**src/hdl/ssm_pkg.sv**
```systemverilog
// package: register map, field layout, timing and mode types for the safety status monitor
package ssm_pkg;

    // register offsets on the plain register port
    localparam logic [3:0] ADDR_FUNC_FLAGS  = 4'h0;
    localparam logic [3:0] ADDR_SYS_FLAGS   = 4'h1;
    localparam logic [3:0] ADDR_TIME_A      = 4'h2;
    localparam logic [3:0] ADDR_TIME_B      = 4'h3;
    localparam logic [3:0] ADDR_CFG         = 4'h4;
    localparam logic [3:0] ADDR_LIMIT_SPEED = 4'h5;
    localparam logic [3:0] ADDR_ERR_SPEED   = 4'h6;
    localparam logic [3:0] ADDR_IRQ_STATUS  = 4'h7;
    localparam logic [3:0] ADDR_IRQ_MASK    = 4'h8;

    localparam int DATA_W  = 16;
    localparam int SPEED_W = 16;

    // function flag bit positions
    localparam int BIT_A_MON  = 0;
    localparam int BIT_A_SAFE = 1;
    localparam int BIT_A_HBB  = 2;
    localparam int BIT_B_MON  = 4;
    localparam int BIT_B_SAFE = 5;
    localparam int BIT_B_HBB  = 6;

    // system flag bit positions
    localparam int BIT_SYS_MON  = 0;
    localparam int BIT_SYS_SAFE = 1;
    localparam int BIT_SYS_HBB  = 2;

    // interrupt bits: safe speed reached, a then b
    localparam int BIT_IRQ_A = 0;
    localparam int BIT_IRQ_B = 1;
    localparam int IRQ_W     = 2;

    // config register: function select a at [1:0], b at [3:2]
    localparam int CFG_SEL_A_LSB = 0;
    localparam int CFG_SEL_B_LSB = 2;
    localparam logic [3:0] CFG_RESET = 4'h0;

    localparam logic [SPEED_W-1:0] LIMIT_SPEED_RESET = 16'h0064;
    localparam logic [SPEED_W-1:0] ERR_SPEED_RESET   = 16'h000a;

    // timing
    localparam int CLK_HZ     = 10_000_000;
    localparam int TICK_US    = 1000;
    localparam int TICK_CYCLES = CLK_HZ / 1_000_000 * TICK_US;

    typedef enum logic [1:0] {
        SSM_SEL_BASEBLOCK,
        SSM_SEL_BB_DECEL,
        SSM_SEL_POS_DECEL,
        SSM_SEL_LIMIT_DECEL
    } ssm_sel_t;

    typedef enum logic [1:0] {
        SSM_ST_STANDBY,
        SSM_ST_MONITOR,
        SSM_ST_SAFE,
        SSM_ST_HBB
    } ssm_state_t;

    typedef struct packed {
        logic mon;
        logic safe;
        logic hbb;
    } ssm_flags_t;

    typedef struct packed {
        logic [3:0]        addr;
        logic [DATA_W-1:0] wdata;
        logic              wr;
        logic              rd;
    } ssm_bus_req_t;

endpackage

```
**src/hdl/ssm_monitor.sv**
```systemverilog
// safety status monitor: function/system flags and time-to-safe-speed timers
//
// Operation
// - function a flags in bits 0..2 of function word, bit 3 reserved zero.
// - function b flags in bits 4..6 of function word, bit 7 reserved zero.
// - flag encoding: standby 000, monitoring mon, safe mon+safe, baseblock safe+hbb.
// - other side in baseblock forces active function to safe+hbb, standby stays zero.
// - system bit 0 set when either function is monitoring.
// - system bit 1 set only when both functions report the safe flag.
// - system bit 2 set when either function reports baseblock.
// - two millisecond timers, one per function, zero after reset.
// - plain baseblock selection measures nothing, timer reads zero.
// - decel baseblock and position modes use speed detection error as safe speed.
// - limited speed mode uses configured monitoring speed as safe speed.
// - timer starts at request on and stops when speed reaches safe speed.
// - stored time updates every time speed arrives at safe speed.
// - watching for arrival continues until request input turns off.
//
// Our own choices: the register addresses and the plain strobed port.
`timescale 1ns/1ns

module ssm_monitor #(
    parameter int TICK_CYCLES = ssm_pkg::TICK_CYCLES,
    parameter int TIME_W      = ssm_pkg::DATA_W
) (
    input  wire logic                        clk_sys_in,
    input  wire logic                        nrst_in,
    input  wire logic [1:0]                  state_a_in,
    input  wire logic [1:0]                  state_b_in,
    input  wire logic                        req_a_in,
    input  wire logic                        req_b_in,
    input  wire logic [ssm_pkg::SPEED_W-1:0] speed_in,
    input  wire logic [3:0]                  addr_in,
    input  wire logic [ssm_pkg::DATA_W-1:0]  wdata_in,
    input  wire logic                        wr_in,
    input  wire logic                        rd_in,
    output logic      [ssm_pkg::DATA_W-1:0]  rdata_out,
    output logic      [7:0]                  func_flags_out,
    output logic      [7:0]                  sys_flags_out,
    output logic                             irq_out
);

    // the tick counter is 16 bits wide, so TICK_CYCLES must stay at or below 65536
    localparam logic [15:0] TICK_MAX = 16'(TICK_CYCLES - 1);

    ssm_pkg::ssm_bus_req_t bus;
    assign bus = '{addr: addr_in, wdata: wdata_in, wr: wr_in, rd: rd_in};

    // request pins come from outside the clock domain
    logic [1:0] req_meta_reg;
    logic [1:0] req_sync_reg;
    logic [1:0] req_prev_reg;

    always_ff @(posedge clk_sys_in or negedge nrst_in)
    begin
        if (!nrst_in)
        begin
            req_meta_reg <= 2'h0;
            req_sync_reg <= 2'h0;
            req_prev_reg <= 2'h0;
        end
        else
        begin
            req_meta_reg <= {req_b_in, req_a_in};
            req_sync_reg <= req_meta_reg;
            req_prev_reg <= req_sync_reg;
        end
    end

    // flag decode with cross-coupling
    function automatic ssm_pkg::ssm_flags_t decode(input logic [1:0] own, input logic [1:0] other);
        ssm_pkg::ssm_flags_t f;
        f = '{mon: 1'b0, safe: 1'b0, hbb: 1'b0};
        case (ssm_pkg::ssm_state_t'(own))
            ssm_pkg::SSM_ST_STANDBY: f = '{mon: 1'b0, safe: 1'b0, hbb: 1'b0};
            ssm_pkg::SSM_ST_MONITOR: f = '{mon: 1'b1, safe: 1'b0, hbb: 1'b0};
            ssm_pkg::SSM_ST_SAFE:    f = '{mon: 1'b1, safe: 1'b1, hbb: 1'b0};
            ssm_pkg::SSM_ST_HBB:     f = '{mon: 1'b0, safe: 1'b1, hbb: 1'b1};
            default:                 f = '{mon: 1'b0, safe: 1'b0, hbb: 1'b0};
        endcase
        // baseblock on the other side overrides any active state
        if (ssm_pkg::ssm_state_t'(other) == ssm_pkg::SSM_ST_HBB &&
            ssm_pkg::ssm_state_t'(own) != ssm_pkg::SSM_ST_STANDBY)
        begin
            f = '{mon: 1'b0, safe: 1'b1, hbb: 1'b1};
        end
        return f;
    endfunction

    ssm_pkg::ssm_flags_t fa;
    ssm_pkg::ssm_flags_t fb;
    logic [7:0] func_next;
    logic [7:0] sys_next;

    always_comb
    begin
        fa = decode(state_a_in, state_b_in);
        fb = decode(state_b_in, state_a_in);
        func_next = 8'h00;
        func_next[ssm_pkg::BIT_A_MON]  = fa.mon;
        func_next[ssm_pkg::BIT_A_SAFE] = fa.safe;
        func_next[ssm_pkg::BIT_A_HBB]  = fa.hbb;
        func_next[ssm_pkg::BIT_B_MON]  = fb.mon;
        func_next[ssm_pkg::BIT_B_SAFE] = fb.safe;
        func_next[ssm_pkg::BIT_B_HBB]  = fb.hbb;
        sys_next = 8'h00;
        sys_next[ssm_pkg::BIT_SYS_MON]  = fa.mon | fb.mon;
        sys_next[ssm_pkg::BIT_SYS_SAFE] = fa.safe & fb.safe;
        sys_next[ssm_pkg::BIT_SYS_HBB]  = fa.hbb | fb.hbb;
    end

    logic [7:0] func_reg;
    logic [7:0] sys_reg;

    always_ff @(posedge clk_sys_in or negedge nrst_in)
    begin
        if (!nrst_in)
        begin
            func_reg <= 8'h00;
            sys_reg  <= 8'h00;
        end
        else
        begin
            func_reg <= func_next;
            sys_reg  <= sys_next;
        end
    end

    assign func_flags_out = func_reg;
    assign sys_flags_out  = sys_reg;

    // configuration registers
    logic [3:0]                  cfg_reg;
    logic [ssm_pkg::SPEED_W-1:0] limit_speed_reg;
    logic [ssm_pkg::SPEED_W-1:0] err_speed_reg;
    logic [ssm_pkg::IRQ_W-1:0]   irq_mask_reg;

    always_ff @(posedge clk_sys_in or negedge nrst_in)
    begin
        if (!nrst_in)
        begin
            cfg_reg         <= ssm_pkg::CFG_RESET;
            limit_speed_reg <= ssm_pkg::LIMIT_SPEED_RESET;
            err_speed_reg   <= ssm_pkg::ERR_SPEED_RESET;
            irq_mask_reg    <= '0;
        end
        else if (bus.wr)
        begin
            case (bus.addr)
                ssm_pkg::ADDR_CFG:         cfg_reg <= bus.wdata[3:0];
                ssm_pkg::ADDR_LIMIT_SPEED: limit_speed_reg <= bus.wdata;
                ssm_pkg::ADDR_ERR_SPEED:   err_speed_reg <= bus.wdata;
                ssm_pkg::ADDR_IRQ_MASK:    irq_mask_reg <= bus.wdata[ssm_pkg::IRQ_W-1:0];
                default:                   ;
            endcase
        end
    end

    // shared millisecond tick; a shared base trades up to 1 ms start jitter for one counter
    logic [15:0] tick_cnt_reg;
    logic        tick;

    assign tick = (tick_cnt_reg == TICK_MAX);

    always_ff @(posedge clk_sys_in or negedge nrst_in)
    begin
        if (!nrst_in)
            tick_cnt_reg <= 16'h0000;
        else if (tick)
            tick_cnt_reg <= 16'h0000;
        else
            tick_cnt_reg <= tick_cnt_reg + 16'h0001;
    end

    // per-function timers
    logic [1:0]        sel [2];
    logic [1:0]        sel_bb;
    logic [1:0]        req_rise;
    logic [1:0]        measuring_reg;
    logic [1:0]        arrived;
    logic [1:0]        arrive_edge;
    logic [1:0]        cap_zero;
    logic [1:0]        cap_run;
    logic [1:0]        was_safe_reg;
    logic [TIME_W-1:0] run_reg [2];
    logic [TIME_W-1:0] time_reg [2];

    assign sel[0] = cfg_reg[ssm_pkg::CFG_SEL_A_LSB +: 2];
    assign sel[1] = cfg_reg[ssm_pkg::CFG_SEL_B_LSB +: 2];

    always_comb
    begin
        for (int i = 0; i < 2; i++)
        begin
            sel_bb[i]   = (ssm_pkg::ssm_sel_t'(sel[i]) == ssm_pkg::SSM_SEL_BASEBLOCK);
            req_rise[i] = req_sync_reg[i] && !req_prev_reg[i];
            case (ssm_pkg::ssm_sel_t'(sel[i]))
                ssm_pkg::SSM_SEL_BB_DECEL,
                ssm_pkg::SSM_SEL_POS_DECEL:   arrived[i] = (speed_in <= err_speed_reg);
                ssm_pkg::SSM_SEL_LIMIT_DECEL: arrived[i] = (speed_in <= limit_speed_reg);
                default:                      arrived[i] = 1'b0;
            endcase
            arrive_edge[i] = arrived[i] && !was_safe_reg[i];
            // already at safe speed when the request comes: the time is zero
            cap_zero[i] = !sel_bb[i] && req_rise[i] && arrived[i];
            // only while watching, so a late mode change cannot store a stale count
            cap_run[i]  = !sel_bb[i] && !req_rise[i] && req_sync_reg[i] && measuring_reg[i] && arrive_edge[i];
        end
    end

    // arrival edge detector; cfg resets to plain baseblock, so no false edge after reset
    always_ff @(posedge clk_sys_in or negedge nrst_in)
    begin
        if (!nrst_in)
            was_safe_reg <= 2'h0;
        else
            was_safe_reg <= arrived;
    end

    // a mode change to plain baseblock drops any running measurement
    always_ff @(posedge clk_sys_in or negedge nrst_in)
    begin
        if (!nrst_in)
            measuring_reg <= 2'h0;
        else
        begin
            for (int i = 0; i < 2; i++)
            begin
                if (sel_bb[i])
                    measuring_reg[i] <= 1'b0;
                else if (req_rise[i])
                    measuring_reg[i] <= 1'b1;
                else if (!req_sync_reg[i])
                    measuring_reg[i] <= 1'b0;
            end
        end
    end

    always_ff @(posedge clk_sys_in or negedge nrst_in)
    begin
        if (!nrst_in)
        begin
            for (int i = 0; i < 2; i++)
                run_reg[i] <= '0;
        end
        else
        begin
            for (int i = 0; i < 2; i++)
            begin
                if (sel_bb[i] || req_rise[i])
                    run_reg[i] <= '0;
                // count while watching, stop at safe speed
                else if (measuring_reg[i] && req_sync_reg[i] && !arrived[i] && tick && run_reg[i] != '1)
                    run_reg[i] <= run_reg[i] + 1'b1;
            end
        end
    end

    always_ff @(posedge clk_sys_in or negedge nrst_in)
    begin
        if (!nrst_in)
        begin
            for (int i = 0; i < 2; i++)
                time_reg[i] <= '0;
        end
        else
        begin
            for (int i = 0; i < 2; i++)
            begin
                if (sel_bb[i] || cap_zero[i])
                    time_reg[i] <= '0;
                // store on each arrival at safe speed
                else if (cap_run[i])
                    time_reg[i] <= run_reg[i];
            end
        end
    end

    // interrupt: sticky arrival flags, write one to clear, set wins
    logic [ssm_pkg::IRQ_W-1:0] irq_stat_reg;
    logic [ssm_pkg::IRQ_W-1:0] irq_set;
    logic [ssm_pkg::IRQ_W-1:0] irq_clr;

    always_comb
    begin
        for (int i = 0; i < 2; i++)
            irq_set[i] = cap_zero[i] || cap_run[i];
        irq_clr = (bus.wr && bus.addr == ssm_pkg::ADDR_IRQ_STATUS) ?
                  bus.wdata[ssm_pkg::IRQ_W-1:0] : '0;
    end

    always_ff @(posedge clk_sys_in or negedge nrst_in)
    begin
        if (!nrst_in)
            irq_stat_reg <= '0;
        else
            irq_stat_reg <= (irq_stat_reg & ~irq_clr) | irq_set;
    end

    assign irq_out = |(irq_stat_reg & irq_mask_reg);

    // read port, data valid in the cycle after the strobe; unmapped reads zero
    always_ff @(posedge clk_sys_in or negedge nrst_in)
    begin
        if (!nrst_in)
            rdata_out <= '0;
        else if (bus.rd)
        begin
            case (bus.addr)
                ssm_pkg::ADDR_FUNC_FLAGS:  rdata_out <= {8'h00, func_reg};
                ssm_pkg::ADDR_SYS_FLAGS:   rdata_out <= {8'h00, sys_reg};
                ssm_pkg::ADDR_TIME_A:      rdata_out <= ssm_pkg::DATA_W'(time_reg[0]);
                ssm_pkg::ADDR_TIME_B:      rdata_out <= ssm_pkg::DATA_W'(time_reg[1]);
                ssm_pkg::ADDR_CFG:         rdata_out <= {12'h000, cfg_reg};
                ssm_pkg::ADDR_LIMIT_SPEED: rdata_out <= limit_speed_reg;
                ssm_pkg::ADDR_ERR_SPEED:   rdata_out <= err_speed_reg;
                ssm_pkg::ADDR_IRQ_STATUS:  rdata_out <= {14'h0000, irq_stat_reg};
                ssm_pkg::ADDR_IRQ_MASK:    rdata_out <= {14'h0000, irq_mask_reg};
                default:                   rdata_out <= '0;
            endcase
        end
        else
            rdata_out <= '0;
    end

endmodule

```
**config.mk**
```make
export PLATFORM = sky130hd
export DESIGN_NAME = ssm_monitor
export DESIGN_NICKNAME = d
export VERILOG_FILES = /design/src/hdl/ssm_pkg.sv /design/src/hdl/ssm_monitor.sv
export SDC_FILE = /design/constraint.sdc
export NUM_CORES = 1
export LEC_CHECK = 0
export BUFFER_PORTS_ARGS = -buffer_cell sky130_fd_sc_hd__clkbuf_2
export CAP_MARGIN = 20
export CELL_PAD_IN_SITES_DETAIL_PLACEMENT = 0
export CELL_PAD_IN_SITES_GLOBAL_PLACEMENT = 2
export CORE_UTILIZATION = 35
export DETAILED_ROUTE_END_ITERATION = 8
export PLACE_DENSITY = 0.72
export SLEW_MARGIN = 20
export SYNTH_ARGS = -nofsm -noshare
export SYNTH_HDL_FRONTEND = slang
export SYNTH_SLANG_ARGS = --single-unit
```
**constraint.sdc**
```tcl
create_clock -name clk_sys_in -period 2.6 [get_ports clk_sys_in]
set_input_delay 0.78 -clock clk_sys_in [delete_from_list [all_inputs] [get_ports clk_sys_in]]
set_output_delay 0.78 -clock clk_sys_in [all_outputs]
set_load 0.02 [all_outputs]
```
==> results_dict.tcl <==
set metrics [dict create \
    yosysWarnings 0 \
    post-route-min-period_ns 2.968 \
    layout_setup_ws_ns -0.3685 \
    setup_tns_ns -18.53 \
    violations "setup timing" \
    clkSinkCount 155 \
    final_common_cell "dfrtp_1" \
    cp.arrival_ns 3.28 \
    power_per_cell_area_mw_per_mm2 663.3 \
    place_inst 1142 \
    synthMuxAreaShare 0.04707 \
    cts_root_buf "clkbuf_16" \
    overflow 0 \
    setup_viol 65 \
    place.gp.congestion 0.8527 \
    cts_hold_buf 0 \
    most-common-layout-cells "dfrtp_1 (150), buf_4 (82), clkbuf_2 (66), inv_1 (52), a21oi_1 (49)" \
    htree_levels 4 \
    synth-seq-area-share 0.4955 \
    grt_max_degree 58 \
    drive_above_1_share 0.3427 \
    ant_nets 0 \
    fin_skew_ns 0.009084 \
    vias_per_cell 5.349 \
    synth_edf_count 0 \
    seq_area_mm2 0.003885 \
    start_util 0.3582 \
    async_reset_ff_frac 1.000 \
    insertion_delay_ns 0.43 \
    p_leak_nw 4.689 \
    drt-wirelength-per-cell_um 19.25 \
    ir_drop_uv 359.9 \
    port-buffer-count 71 \
    r2r_slack_ns -0.36 \
    maxSlewViolCount 0 \
    synth_largest_area_cell "dfrtp_1" \
    synthCells 734 \
    worst_slew_pin_slew_ns 0.6281 \
    dr.pass1.iters 5 \
    rsz0062_at_grt "true" \
    die_h_um 151.7 \
    drv_cap 0 \
    cts_tree "done" \
    top_level_ports 79 \
    syn_to_final_growth_pct 32.57 \
    grt_pass1_wl_mm 36.85 \
    worst_hold_slack_ns 0.2982 \
    endpoint_kind "flop" \
    cts-buffers-inserted 17 \
    crit_fanout 5 \
    synth_fa_ha_area_frac 0.07180 \
    synth.area.top_cells "dfrtp_1 (48%), ha_1 (7.2%), mux2_2 (4.5%)" \
    r2r_start "limit_speed_reg[5]" \
    path_class "input pin to flop" \
    drtIter0Drc 396 \
    relSlewSlack 0.5812 \
    drt_wl_total_mm 23.13 \
    final.period_utilization 1.142 \
    syn_area_mm2 0.007841 \
    stdcell_count 1202 \
    synth-compound-area-share 0.1762 \
    yosysUniqueCellTypes 60 \
    synth.avg_cell_area_um2 10.68 \
    fin_nets 1000 \
    dp_hpwl_mm 16.97 \
    clk_pin_slew_ns 0.06 \
    power.total_mw 6.895 \
    clock_path_buffers 2 \
    track_usage 0.2131 \
    synth-seq-cells 155 \
    synth_top_area_frac 0.4787 \
    insertedDiodeCount 0 \
    synth-xor-area-share 0.01787 \
    r2r_end "time_reg[15]" \
    fp.dieArea_mm2 0.02301 \
    grt_pass1_vias 6528 \
    n_fill_cell 2041 \
    place_area_mm2 0.009159 \
    place_worst_setup_slack_ns -1.075 \
    synthFlopType "dfrtp_1" \
    ff2ff_path_depth 15 \
    multi_input_area_mm2 0.004014 \
    vias 6430 \
    drc_errors 0 \
    status "finished, violations left" \
    finalHoldViolations 0 \
    fp.dieW_um 151.7 \
    start_kind "input pin" \
    fin_util 0.4749 \
    fmax_ghz 0.3369 \
    synthSimpleGateAreaFrac 0.1446 \
    hp-class "input pin to async pin" \
    synth_top_family_by_area "compound AO/OA/AOI/OAI gates" \
    core_area_mm2 0.02189 \
    antenna_found_initial 0 \
    stdcell_area_mm2 0.01040 \
    critical_path_required_ns 2.91 \
    rows 54 \
]
==> layout make-up <==
| cell class | count | share of cell area |
|---|---|---|
| tap | 280 | 0.03370 |
| clock buffer | 21 | 0.04526 |
| timing repair buffer | 180 | 0.1312 |
| sequential | 155 | 0.3737 |
| inverter | 54 | 0.01950 |
| multi-input combinational | 501 | 0.3861 |
| clock inverter | 11 | 0.01047 |
==> worst max-delay path, stage by stage <==
cell and delay, ns:
clkbuf_8 0.13, ha_4 0.26, nand4_1 0.15, or4_4 0.55, buf_4 0.15, buf_6 0.11
nor2_4 0.10, buf_6 0.12, a32oi_4 0.06, buf_6 0.16, buf_4 0.14, nand2_4 0.07
a31oi_4 0.13, buf_6 0.17, a22o_1 0.20
==> cells by family (layout without fill, tap and decap cells) <==
logic type,count (synthesis),in the layout
compound gates,198,198
xor+xnor,16,16
fa+ha+maj,45,45
buf+inv,85,266
flops,155,155
mux,33,33
other cells,1,7
simple gates,201,202
==> power breakdown <==
| part | leakage [nW] | total, mW | internal [mW] | switching (mW) |
|---|---|---|---|---|
| sequential | 2.04 | 2.74 | 2.61 | 0.133 |
| combinational | 2.38 | 1.70 | 0.803 | 0.899 |
| clock | 0.273 | 2.45 | 1.40 | 1.05 |
==> synthesized netlist by cell type (6+ instances only) <==
cell,count
o21ai_0,36
nor2_1,23
or2_2,7
a22oi_1,23
mux2_2,31
clkbuf_1,17
nor3_1,11
inv_1,54
or3_1,19
o31ai_1,8
a21oi_1,58
xor2_1,8
ha_1,45
or4_1,10
xnor2_1,8
buf_4,7
o211ai_1,6
nand2b_1,7
and3_1,8
dfrtp_1,150
and2_1,6
nand3_1,22
nand2_1,50
nand4_1,11
a22o_1,34
==> how the worst max path moves through the flow <==
stage,startpoint,endpoint,slack [ns],cells past startpoint
final,speed_in[9],time_reg[15],-0.37,15
after CTS,limit_speed_reg[5],run_reg[10],-0.32,10
after global routing,limit_speed_reg[5],run_reg[14],-0.43,11
after global placement,speed_in[11],time_reg[9],-1.00,9
after detailed placement,speed_in[9],time_reg[12],-1.08,9
after floorplan,speed_in[11],run_reg[11],-0.43,9
==> what timing repair did <==
item	CTS	global route
buffers inserted	18	6
setup endpoints to repair	65	66
cloned	6	1
resized for setup	57	35
pin swaps	31	33
==> layer usage <==
metal / global-route usage / share of wire
met1: 0.3009 / 0.47
met2: 0.3289 / 0.47
met3: 0.04072 / 0.038
met4: 0.06436 / 0.018
met5: 0 / 0
Note: power is estimated with default switching activity, not from simulation.
